$ cat config.mk
export PLATFORM = sky130hd
export DESIGN_NAME = gnss_host_serial_port
export DESIGN_NICKNAME = d
export VERILOG_FILES = /design/src/hdl/gnss_pkg.sv /design/src/hdl/byte_fifo.sv /design/src/hdl/serial_tx.sv /design/src/hdl/gnss_host_serial_port.sv
export SDC_FILE = /design/constraint.sdc
export NUM_CORES = 1
export LEC_CHECK = 0
export BUFFER_PORTS_ARGS = -buffer_cell sky130_fd_sc_hd__buf_2
export CAP_MARGIN = 40
export CELL_PAD_IN_SITES_DETAIL_PLACEMENT = 0
export CELL_PAD_IN_SITES_GLOBAL_PLACEMENT = 2
export CORE_AREA = 3 3 255 257
export CTS_CLUSTER_SIZE = 20
export DETAILED_ROUTE_END_ITERATION = 16
export DIE_AREA = 0 0 258 260
export GPL_ROUTABILITY_DRIVEN = 1
export HOLD_SLACK_MARGIN = 0.12
export PLACE_DENSITY_LB_ADDON = 0.25
export SLEW_MARGIN = 20
export SYNTH_ARGS = -nofsm -noshare
export SYNTH_HDL_FRONTEND = slang
export SYNTH_HIERARCHICAL = 1
export SYNTH_SLANG_ARGS = --single-unit
$ cat constraint.sdc
create_clock -name clk -period 138.6 [get_ports clk]
set_input_delay 13.86 -clock clk [delete_from_list [all_inputs] [get_ports clk]]
set_output_delay 13.86 -clock clk [all_outputs]
set_load 0.1 [all_outputs]
$ cat src/hdl/gnss_pkg.sv
// Purpose: shared constants and types of the receiver host serial port
// Assumes: one 10 MHz clock
// Notes:   serial rates are held as an index; divisors come from rate_div
package gnss_pkg;
   localparam int CLK_HZ          = 10_000_000;
   localparam int SECOND_MS       = 1000;
   localparam int SEC_CYCLES      = CLK_HZ / 1000 * SECOND_MS;
   localparam int PPS_WIDTH_MS    = 100;
   localparam int PPS_WIDTH_CYC   = CLK_HZ / 1000 * PPS_WIDTH_MS;
   localparam int PPS_DELAY_S     = 3;
   localparam int STATUS_PERIOD_S = 1;
   localparam int DIV_W           = 12;
   localparam int DATA_BITS       = 8;
   localparam int FRAME_BITS      = 10;
   localparam int FIFO_DEPTH      = 8;
   localparam int STATUS_LEN      = 9;
   localparam int BKP_LEN         = 4;

   typedef enum logic [2:0] {
      RATE_4800, RATE_9600, RATE_19200, RATE_38400, RATE_57600, RATE_115200, RATE_230400
   } rate_t;
   localparam rate_t RATE_RESET = RATE_9600;
   localparam rate_t RATE_BKP   = RATE_9600;

   typedef enum logic [2:0] {
      MODE_BDS, MODE_GPS, MODE_GLO, MODE_BDS_GPS, MODE_GLO_BDS, MODE_GLO_GPS
   } mode_t;
   localparam mode_t MODE_RESET = MODE_BDS_GPS;

   typedef enum logic [1:0] {ANT_OK, ANT_OPEN, ANT_SHORT} ant_t;

   typedef struct packed {
      logic       last;
      logic [7:0] data;
   } nmea_byte_t;

   localparam logic [7:0] CMD_SYNC    = 8'hb5;
   localparam logic [7:0] CMD_OP_RATE = 8'h01;
   localparam logic [7:0] CMD_OP_MODE = 8'h02;
   localparam logic [7:0] BKP_SYNC    = 8'ha5;

   function automatic logic [DIV_W-1:0] rate_div(input rate_t r);
      int baud;
      unique case (r)
         RATE_4800:   baud = 4800;
         RATE_9600:   baud = 9600;
         RATE_19200:  baud = 19200;
         RATE_38400:  baud = 38400;
         RATE_57600:  baud = 57600;
         RATE_115200: baud = 115200;
         RATE_230400: baud = 230400;
         default:     baud = 9600;
      endcase
      return DIV_W'(CLK_HZ / baud);
   endfunction : rate_div

   // status sentence: "$ANT,OK", "$ANT,OP" or "$ANT,SH" then cr lf
   function automatic logic [7:0] status_char(input ant_t a, input logic [3:0] idx);
      logic [15:0] code;
      code = (a == ANT_SHORT) ? 16'h5348 : (a == ANT_OPEN) ? 16'h4f50 : 16'h4f4b;
      case (idx)
         4'h0:    return 8'h24;
         4'h1:    return 8'h41;
         4'h2:    return 8'h4e;
         4'h3:    return 8'h54;
         4'h4:    return 8'h2c;
         4'h5:    return code[15:8];
         4'h6:    return code[7:0];
         4'h7:    return 8'h0d;
         default: return 8'h0a;
      endcase
   endfunction : status_char
endpackage : gnss_pkg

$ cat src/hdl/byte_fifo.sv
// Purpose: flip-flop fifo with valid/ready on both sides
// Assumes: DEPTH is a power of two
// Notes:   full and empty come from pointers with one wrap bit
`timescale 1ns/1ps
module byte_fifo #(
   parameter int WIDTH = 9,
   parameter int DEPTH = 8
) (
   input  wire logic             clk,
   input  wire logic             nrst,
   input  wire logic [WIDTH-1:0] in_data,
   input  wire logic             in_valid,
   output logic                  in_ready,
   output logic      [WIDTH-1:0] out_data,
   output logic                  out_valid,
   input  wire logic             out_ready
);
   localparam int AW = $clog2(DEPTH);
   logic [WIDTH-1:0] mem [DEPTH];
   logic [AW:0]      wr_ptr;
   logic [AW:0]      rd_ptr;

   assign in_ready  = !((wr_ptr[AW] != rd_ptr[AW]) && (wr_ptr[AW-1:0] == rd_ptr[AW-1:0]));
   assign out_valid = wr_ptr != rd_ptr;
   assign out_data  = mem[rd_ptr[AW-1:0]];

   always_ff @(posedge clk) begin
      if (in_valid && in_ready) begin
         mem[wr_ptr[AW-1:0]] <= in_data;
      end
   end

   always_ff @(posedge clk or negedge nrst) begin
      if (!nrst) begin
         wr_ptr <= '0;
      end else if (in_valid && in_ready) begin
         wr_ptr <= wr_ptr + 1'b1;
      end
   end

   always_ff @(posedge clk or negedge nrst) begin
      if (!nrst) begin
         rd_ptr <= '0;
      end else if (out_valid && out_ready) begin
         rd_ptr <= rd_ptr + 1'b1;
      end
   end
endmodule : byte_fifo

$ cat src/hdl/serial_tx.sv
// Purpose: 8n1 serial transmitter
// Assumes: div is clock cycles per bit
// Notes:   divisor is latched per character
`timescale 1ns/1ps
module serial_tx (
   input  wire logic                       clk,
   input  wire logic                       nrst,
   input  wire logic [gnss_pkg::DIV_W-1:0] div,
   input  wire logic [7:0]                 in_data,
   input  wire logic                       in_valid,
   output logic                            in_ready,
   output logic                            busy,
   output logic                            txd
);
   logic [gnss_pkg::DIV_W-1:0] char_div;
   logic [gnss_pkg::DIV_W-1:0] baud_cnt;
   logic [9:0]                 shift;
   logic [3:0]                 bits_left;

   assign busy     = bits_left != 4'h0;
   assign in_ready = !busy;
   assign txd      = shift[0];

   always_ff @(posedge clk or negedge nrst) begin
      if (!nrst) begin
         shift     <= '1;
         bits_left <= 4'h0;
         baud_cnt  <= '0;
         char_div  <= '0;
      end else if (in_valid && in_ready) begin
         shift     <= {1'b1, in_data, 1'b0};
         bits_left <= 4'(gnss_pkg::FRAME_BITS);
         char_div  <= div;
         baud_cnt  <= div - 1'b1;
      end else if (busy) begin
         if (baud_cnt == '0) begin
            baud_cnt  <= char_div - 1'b1;
            shift     <= {1'b1, shift[9:1]};
            bits_left <= bits_left - 4'h1;
         end else begin
            baud_cnt <= baud_cnt - 1'b1;
         end
      end
   end
endmodule : serial_tx

$ cat src/hdl/gnss_host_serial_port.sv
// Purpose: host serial port of a positioning receiver
// Assumes: 10 MHz clock, pins synchronous to it
// Notes:   command frame is sync byte, opcode, value
// Operation
// - characters are 8n1 both ways
// - rates 4800 to 230400 by command
// - 9600 after reset
// - sentence batch starts on second boundary
// - host commands set rate and mode
// - tx carries sentences and status only
// - antenna status sentence once per second
// - antenna status is ok, open or short
// - limit current on short, recover alone
// - low external reset pin resets device
// - pps silent until some seconds after fix
// - antenna enable drives high for on
// - backup port sends custom binary frame
// - six modes, dual first two at reset
`timescale 1ns/1ps
module gnss_host_serial_port #(
   parameter int SEC_CYCLES    = gnss_pkg::SEC_CYCLES,
   parameter int PPS_WIDTH_CYC = gnss_pkg::PPS_WIDTH_CYC
) (
   input  wire logic                 clk,
   input  wire logic                 nrst,
   input  wire logic                 ext_reset_low,
   input  wire logic                 main_rxd,
   output logic                      main_txd,
   output logic                      backup_txd,
   input  wire gnss_pkg::nmea_byte_t nmea_in,
   input  wire logic                 nmea_valid,
   output logic                      nmea_ready,
   input  wire logic                 utc_sync,
   input  wire logic                 fix_valid,
   input  wire logic                 ant_open_det,
   input  wire logic                 ant_short_det,
   output logic                      antenna_lna_enable,
   output logic                      antenna_current_limit,
   output logic                      pulse_per_second_out,
   output gnss_pkg::mode_t           work_mode,
   output gnss_pkg::rate_t           baud_rate
);
   typedef enum {CMD_IDLE, CMD_OP, CMD_VAL} cmd_st_t;
   typedef enum {TX_WAIT, TX_BATCH, TX_STATUS} tx_st_t;

   logic                       rst_n;
   logic [gnss_pkg::DIV_W-1:0] div;
   logic [gnss_pkg::DIV_W-1:0] rx_cnt;
   logic [3:0]                 rx_idx;
   logic                       rx_active;
   logic                       rx_prev;
   logic [7:0]                 rx_shift;
   logic                       rx_strobe;
   cmd_st_t                    cmd_st;
   logic [7:0]                 cmd_op;
   gnss_pkg::rate_t            rate_pend;
   logic                       rate_pend_v;
   logic                       tx_busy;
   logic                       tx_ready;
   logic                       tx_valid;
   logic [7:0]                 tx_data;
   tx_st_t                     tx_st;
   logic [3:0]                 st_idx;
   logic                       status_due;
   gnss_pkg::nmea_byte_t       fifo_out;
   logic                       fifo_valid;
   logic                       fifo_ready;
   logic [23:0]                sec_cnt;
   logic                       sec_tick;
   logic [3:0]                 fix_secs;
   logic [19:0]                pps_cnt;
   gnss_pkg::ant_t             ant_state;
   logic [1:0]                 bkp_idx;
   logic                       bkp_ready;
   logic                       bkp_active;
   logic [7:0]                 bkp_data;

   //------------------------------------------------------------
   // reset and clocking
   //------------------------------------------------------------
   assign rst_n = nrst & ext_reset_low;
   assign div   = gnss_pkg::rate_div(baud_rate);

   // utc_sync realigns the second so batches start on the boundary
   always_ff @(posedge clk or negedge rst_n) begin
      if (!rst_n) begin
         sec_cnt <= '0;
      end else if (utc_sync || sec_cnt == 24'(SEC_CYCLES - 1)) begin
         sec_cnt <= '0;
      end else begin
         sec_cnt <= sec_cnt + 24'h1;
      end
   end
   assign sec_tick = utc_sync || sec_cnt == 24'(SEC_CYCLES - 1);

   //------------------------------------------------------------
   // receiver, commands only
   //------------------------------------------------------------
   always_ff @(posedge clk or negedge rst_n) begin
      if (!rst_n) begin
         rx_prev   <= 1'b1;
         rx_active <= 1'b0;
         rx_cnt    <= '0;
         rx_idx    <= 4'h0;
         rx_shift  <= 8'h00;
         rx_strobe <= 1'b0;
      end else begin
         rx_prev   <= main_rxd;
         rx_strobe <= 1'b0;
         if (!rx_active) begin
            if (rx_prev && !main_rxd) begin
               rx_active <= 1'b1;
               rx_cnt    <= div >> 1;
               rx_idx    <= 4'h0;
            end
         end else if (rx_cnt != '0) begin
            rx_cnt <= rx_cnt - 1'b1;
         end else begin
            rx_cnt <= div - 1'b1;
            rx_idx <= rx_idx + 4'h1;
            if (rx_idx == 4'h0 && main_rxd) begin
               rx_active <= 1'b0;
            end else if (rx_idx == 4'(gnss_pkg::DATA_BITS + 1)) begin
               rx_active <= 1'b0;
               rx_strobe <= main_rxd;
            end else if (rx_idx != 4'h0) begin
               rx_shift <= {main_rxd, rx_shift[7:1]};
            end
         end
      end
   end

   always_ff @(posedge clk or negedge rst_n) begin
      if (!rst_n) begin
         cmd_st <= CMD_IDLE;
         cmd_op <= 8'h00;
      end else if (rx_strobe) begin
         unique case (cmd_st)
            CMD_IDLE: cmd_st <= (rx_shift == gnss_pkg::CMD_SYNC) ? CMD_OP : CMD_IDLE;
            CMD_OP: begin
               cmd_op <= rx_shift;
               cmd_st <= CMD_VAL;
            end
            CMD_VAL:  cmd_st <= CMD_IDLE;
         endcase
      end
   end

   always_ff @(posedge clk or negedge rst_n) begin
      if (!rst_n) begin
         work_mode <= gnss_pkg::MODE_RESET;
      end else if (rx_strobe && cmd_st == CMD_VAL && cmd_op == gnss_pkg::CMD_OP_MODE
                   && rx_shift <= 8'(gnss_pkg::MODE_GLO_GPS)) begin
         work_mode <= gnss_pkg::mode_t'(rx_shift[2:0]);
      end
   end

   // a new rate waits until the transmitter is between characters
   always_ff @(posedge clk or negedge rst_n) begin
      if (!rst_n) begin
         baud_rate   <= gnss_pkg::RATE_RESET;
         rate_pend   <= gnss_pkg::RATE_RESET;
         rate_pend_v <= 1'b0;
      end else if (rx_strobe && cmd_st == CMD_VAL && cmd_op == gnss_pkg::CMD_OP_RATE
                   && rx_shift <= 8'(gnss_pkg::RATE_230400)) begin
         rate_pend   <= gnss_pkg::rate_t'(rx_shift[2:0]);
         rate_pend_v <= 1'b1;
      end else if (rate_pend_v && !tx_busy && !tx_valid) begin
         baud_rate   <= rate_pend;
         rate_pend_v <= 1'b0;
      end
   end

   //------------------------------------------------------------
   // main transmit: sentence batch then status
   //------------------------------------------------------------
   byte_fifo #(
      .WIDTH ($bits(gnss_pkg::nmea_byte_t)),
      .DEPTH (gnss_pkg::FIFO_DEPTH)
   ) u_fifo (
      .clk       (clk),
      .nrst      (rst_n),
      .in_data   (nmea_in),
      .in_valid  (nmea_valid),
      .in_ready  (nmea_ready),
      .out_data  (fifo_out),
      .out_valid (fifo_valid),
      .out_ready (fifo_ready)
   );

   always_ff @(posedge clk or negedge rst_n) begin
      if (!rst_n) begin
         tx_st  <= TX_WAIT;
         st_idx <= 4'h0;
      end else begin
         unique case (tx_st)
            TX_WAIT: if (sec_tick) begin
               tx_st  <= fifo_valid ? TX_BATCH : TX_STATUS;
               st_idx <= 4'h0;
            end
            TX_BATCH: if (fifo_valid && fifo_ready && fifo_out.last) begin
               tx_st <= status_due ? TX_STATUS : TX_WAIT;
            end
            TX_STATUS: if (tx_valid && tx_ready) begin
               st_idx <= st_idx + 4'h1;
               if (st_idx == 4'(gnss_pkg::STATUS_LEN - 1)) begin
                  tx_st <= TX_WAIT;
               end
            end
         endcase
      end
   end

   // status_due marks seconds whose status sentence is still owed
   always_ff @(posedge clk or negedge rst_n) begin
      if (!rst_n) begin
         status_due <= 1'b0;
      end else if (tx_st == TX_WAIT && sec_tick) begin
         status_due <= 1'b1;
      end else if (tx_st == TX_STATUS) begin
         status_due <= 1'b0;
      end
   end

   // holding off while a rate change is pending keeps each character on one rate
   assign fifo_ready = tx_st == TX_BATCH && tx_ready && !rate_pend_v;
   assign tx_valid   = !rate_pend_v && ((tx_st == TX_BATCH && fifo_valid) || tx_st == TX_STATUS);
   assign tx_data    = (tx_st == TX_STATUS) ? gnss_pkg::status_char(ant_state, st_idx) : fifo_out.data;

   serial_tx u_main_tx (
      .clk      (clk),
      .nrst     (rst_n),
      .div      (div),
      .in_data  (tx_data),
      .in_valid (tx_valid),
      .in_ready (tx_ready),
      .busy     (tx_busy),
      .txd      (main_txd)
   );

   //------------------------------------------------------------
   // backup port, binary frame each second
   //------------------------------------------------------------
   always_ff @(posedge clk or negedge rst_n) begin
      if (!rst_n) begin
         bkp_active <= 1'b0;
         bkp_idx    <= 2'h0;
      end else if (!bkp_active && sec_tick) begin
         bkp_active <= 1'b1;
         bkp_idx    <= 2'h0;
      end else if (bkp_active && bkp_ready) begin
         bkp_idx <= bkp_idx + 2'h1;
         if (bkp_idx == 2'(gnss_pkg::BKP_LEN - 1)) begin
            bkp_active <= 1'b0;
         end
      end
   end

   always_comb begin
      unique case (bkp_idx)
         2'h0: bkp_data = gnss_pkg::BKP_SYNC;
         2'h1: bkp_data = {5'h00, work_mode};
         2'h2: bkp_data = {6'h00, ant_state};
         2'h3: bkp_data = {7'h00, fix_valid};
      endcase
   end

   serial_tx u_bkp_tx (
      .clk      (clk),
      .nrst     (rst_n),
      .div      (gnss_pkg::rate_div(gnss_pkg::RATE_BKP)),
      .in_data  (bkp_data),
      .in_valid (bkp_active),
      .in_ready (bkp_ready),
      .busy     (),
      .txd      (backup_txd)
   );

   //------------------------------------------------------------
   // antenna and pps
   //------------------------------------------------------------
   // short wins over open: a short also looks like low impedance
   always_ff @(posedge clk or negedge rst_n) begin
      if (!rst_n) begin
         ant_state             <= gnss_pkg::ANT_OK;
         antenna_current_limit <= 1'b0;
         antenna_lna_enable    <= 1'b0;
      end else begin
         ant_state <= ant_short_det ? gnss_pkg::ANT_SHORT :
                      ant_open_det  ? gnss_pkg::ANT_OPEN : gnss_pkg::ANT_OK;
         antenna_current_limit <= ant_short_det;
         antenna_lna_enable    <= 1'b1;
      end
   end

   always_ff @(posedge clk or negedge rst_n) begin
      if (!rst_n) begin
         fix_secs <= 4'h0;
      end else if (!fix_valid) begin
         fix_secs <= 4'h0;
      end else if (sec_tick && fix_secs != 4'(gnss_pkg::PPS_DELAY_S)) begin
         fix_secs <= fix_secs + 4'h1;
      end
   end

   always_ff @(posedge clk or negedge rst_n) begin
      if (!rst_n) begin
         pps_cnt              <= '0;
         pulse_per_second_out <= 1'b0;
      end else if (!fix_valid) begin
         pps_cnt              <= '0;
         pulse_per_second_out <= 1'b0;
      end else if (sec_tick && fix_secs == 4'(gnss_pkg::PPS_DELAY_S)) begin
         pps_cnt              <= 20'(PPS_WIDTH_CYC - 1);
         pulse_per_second_out <= 1'b1;
      end else if (pps_cnt != '0) begin
         pps_cnt <= pps_cnt - 20'h1;
      end else begin
         pulse_per_second_out <= 1'b0;
      end
   end
endmodule : gnss_host_serial_port

==> impl_metrics.py <==
metrics = {
    "outcome": {
        "status": "complete, no violations",
    },
    "synth": {
        "synthArstFlopShare_pct": 72.6,
        "synth_cell_type_count": 138,
        "synth_edf_count": 72,
        "netlist_top_cells_count": "nand2_1, nor2_1, a21oi_1",
        "synth_cells": 3376,
        "synth_ff_type": "dfrtp_1",
        "synth.largest_area_cell": "dfrtp_1",
        "avgSynthCellArea_um2": 8.20,
        "ys_ff_latch": 263,
        "netlist_area_um2": 27700,
        "yosysMostFrequentCell": "nand2_1",
        "ys.warnings.count": 6,
        "synth_area_leaders": "dfrtp_1, ha_1, edfxtp_1, nand2_1, a21oi_1",
        "ys_seq_area_share_pct": 25.2,
        "synth.top_cell.area_share_pct": 15.2,
    },
    "worst_setup_path": {
        "cp_common_cell": "a21oi_1",
        "path_max_fanout": 23,
        "crit_type": "reg2reg",
        "arrival_ns": 59.03,
        "slowest_stage": "dfstp_2",
        "critPathRequiredTime_ns": 139.03,
        "cpPeakStageDelay_ns": 0.88,
        "crit_path_start_kind": "flip-flop",
        "end_kind": "flip-flop",
    },
    "finish": {
        "nets": 3623,
        "diodes": 0,
        "areaGrowthSynthToFinish_pct": 8.61,
        "fillerInstances": 6148,
        "drive_above_1_share_pct": 11.0,
    },
    "clocking": {
        "ctsHoldBuffers": 0,
        "cts_buffer_depth": 3,
        "htree_levels": 1,
        "post_cts.resized_instances": 0,
        "cts_sinks": 263,
        "clk_pin_slew_worst_paths_ns": 0.07,
        "root_buffer": "clkbuf_16",
        "cts_made_buffers": 26,
        "cts_setup_buffers": 0,
        "cts_tree": "built",
        "insertion_delay_ns": 0.55,
    },
    "timing": {
        "timing.final.max_slew_violations": 0,
        "fin_setup_tns_ns": 0,
        "relSlewSlack_pct": 41.8,
        "hold_viol": 0,
        "period_minus_slack_ns": 58.60,
        "setup_viol": 0,
        "fin_skew_ns": 0.0300,
        "tightestPinTransition_ns": 0.862,
        "grt_setup_unrepaired": "false",
        "fmax_mhz": 17.1,
        "min_period_over_period_pct": 42.3,
    },
    "die": {
        "fp-row-count": 92,
        "die_width_um": 258,
        "die_area_um2": 67100,
        "die_height_um": 260,
        "io-pin-count": 30,
        "initial_core_util_pct": 44.0,
        "coreArea_um2": 63000,
    },
    "route": {
        "avgViaCountPerCell": 6.19,
        "wl_per_cell_um": 21.0,
        "drc_errors": 0,
        "drtPass1Iterations": 6,
        "postRouteWirelength_um": 89500,
        "first_iter_violations": 2244,
        "antenna_left": 0,
        "vias": 26433,
    },
    "global_routing": {
        "grt_pass1_wl_um": 142000,
        "grt_usage_pct": 26.0,
        "grt.overflow.total": 0,
        "grt_max_degree": 58,
        "grt_pass1_vias": 25334,
        "antenna_found_initial": 0,
    },
    "placed_design": {
        "portBuffers": 29,
        "dpl.hpwl_um": 67800,
        "routabilityCongestion": 0.940,
    },
    "min_path": {
        "hp-class": "reg2reg",
    },
    "run": {
        "drv_cap": 0,
    },
}
[flip-flops by register name, summed over array words and instances (netlist names), 8 cells and up]
name                cells
u_fifo/mem             72
sec_cnt                24
pps_cnt                20
rx_cnt                 12
u_bkp_tx/baud_cnt      12
u_bkp_tx/char_div      12
u_main_tx/baud_cnt     12
u_main_tx/char_div     12
u_bkp_tx/shift          9
u_main_tx/shift         9
cmd_op                  8
rx_shift                8
[logic make-up after synthesis]
kind of cell             after synthesis  synth area share (%)
AO/OA/AOI/OAI                       1067                  26.2
XOR/XNOR                             207                  6.57
adder cells (fa/ha/maj)              200                  9.04
buffers and inverters                229                  3.47
flip-flops                           263                  25.2
multiplexers                         142                  6.31
other                                  2                0.0271
AND/OR/NAND/NOR                     1266                  23.3
[metrics by stage]
stage                     util, %  cell area, µm²  hold slack, ns  worst slack [ns]  std cells
after floorplan                 -           27800           0.432             87.39       3408
after CTS                    47.7           30000           0.472             80.64       4263
after global routing         47.8           30100           0.513             75.02       4270
final                        47.8           30100           0.470             80.00       4270
after global placement       45.8           28900           0.456             81.74       4202
after detailed placement     46.1           29000           0.456             80.83       4216
[placed cells by master, fill, tap and decap left out, types with 31 or more instances in the layout]
master / netlist / routed
or3_1: 32 / 32
o21ai_0: 211 / 210
a31oi_1: 48 / 48
mux2_2: 64 / 64
buf_2: 21 / 32
mux2i_1: 55 / 55
nand2b_1: 49 / 49
and3_1: 33 / 33
nand3_1: 83 / 83
edfxtp_1: 72 / 72
xnor2_1: 121 / 119
nand4_1: 31 / 31
nor2_1: 303 / 303
nand2_1: 350 / 350
a211oi_1: 37 / 37
buf_4: 5 / 47
o31ai_1: 39 / 39
and2_1: 52 / 51
a21o_1: 92 / 92
dfrtp_1: 168 / 168
ha_1: 200 / 200
nor2b_1: 40 / 40
inv_1: 94 / 94
a21oi_1: 251 / 251
o21a_1: 54 / 54
nor3_1: 116 / 116
conb_1: 2 / 34
o211ai_1: 44 / 44
xor2_1: 85 / 85
[path summary, 6_finish.rpt]
kind | from | to | slack (ns) | cells after the start
worst max register to register | baud_rate[0] | u_main_tx/baud_cnt[8] | 80.00 | 246
max in group asynchronous | nrst | u_main_tx/shift[4] | 123.60 | 6
worst min register to register | u_main_tx/char_div[10] | u_main_tx/char_div[10] | 0.47 | 2
worst max-delay path | baud_rate[0] | u_main_tx/baud_cnt[8] | 80.00 | 246
min in group asynchronous | ext_reset_low | sec_cnt[17] | 13.23 | 2
worst min-delay path | u_main_tx/char_div[10] | u_main_tx/char_div[10] | 0.47 | 2
[critical path, delay by kind of cell (launching register included)]
kind                     cells  cell delay (ns)
flip-flops                   1             0.88
buffers and inverters       18             3.57
adder cells (fa/ha/maj)     20             6.45
XOR/XNOR                     2             0.29
AND/OR/NAND/NOR             82            17.64
AO/OA/AOI/OAI              117            26.56
multiplexers                 7             2.90
[layer usage]
metal / GRT usage (%) / vias up / part of all wire (%)
met5: 0 / - / 0
met3: 2.52 / 141 / 5.0
met4: 6.58 / 0 / 2.5
met2: 44.2 / 791 / 47
met1: 35.5 / 12804 / 46
li1: - / 12697 / -
[final cells by class]
class                      instances  area, µm²  share of cell area [%]
clock buffer                      34        742                    2.47
clock inverter                    13        254                   0.844
inverter                         107        404                    1.34
multi-input combinational       2916      20000                    66.4
sequential                       263       6970                    23.2
tap                              846       1060                    3.52
timing repair buffer              91        676                    2.25
Power is not shown: default switching activity piles up to over one toggle a cycle in this logic, so the estimate is an artifact.
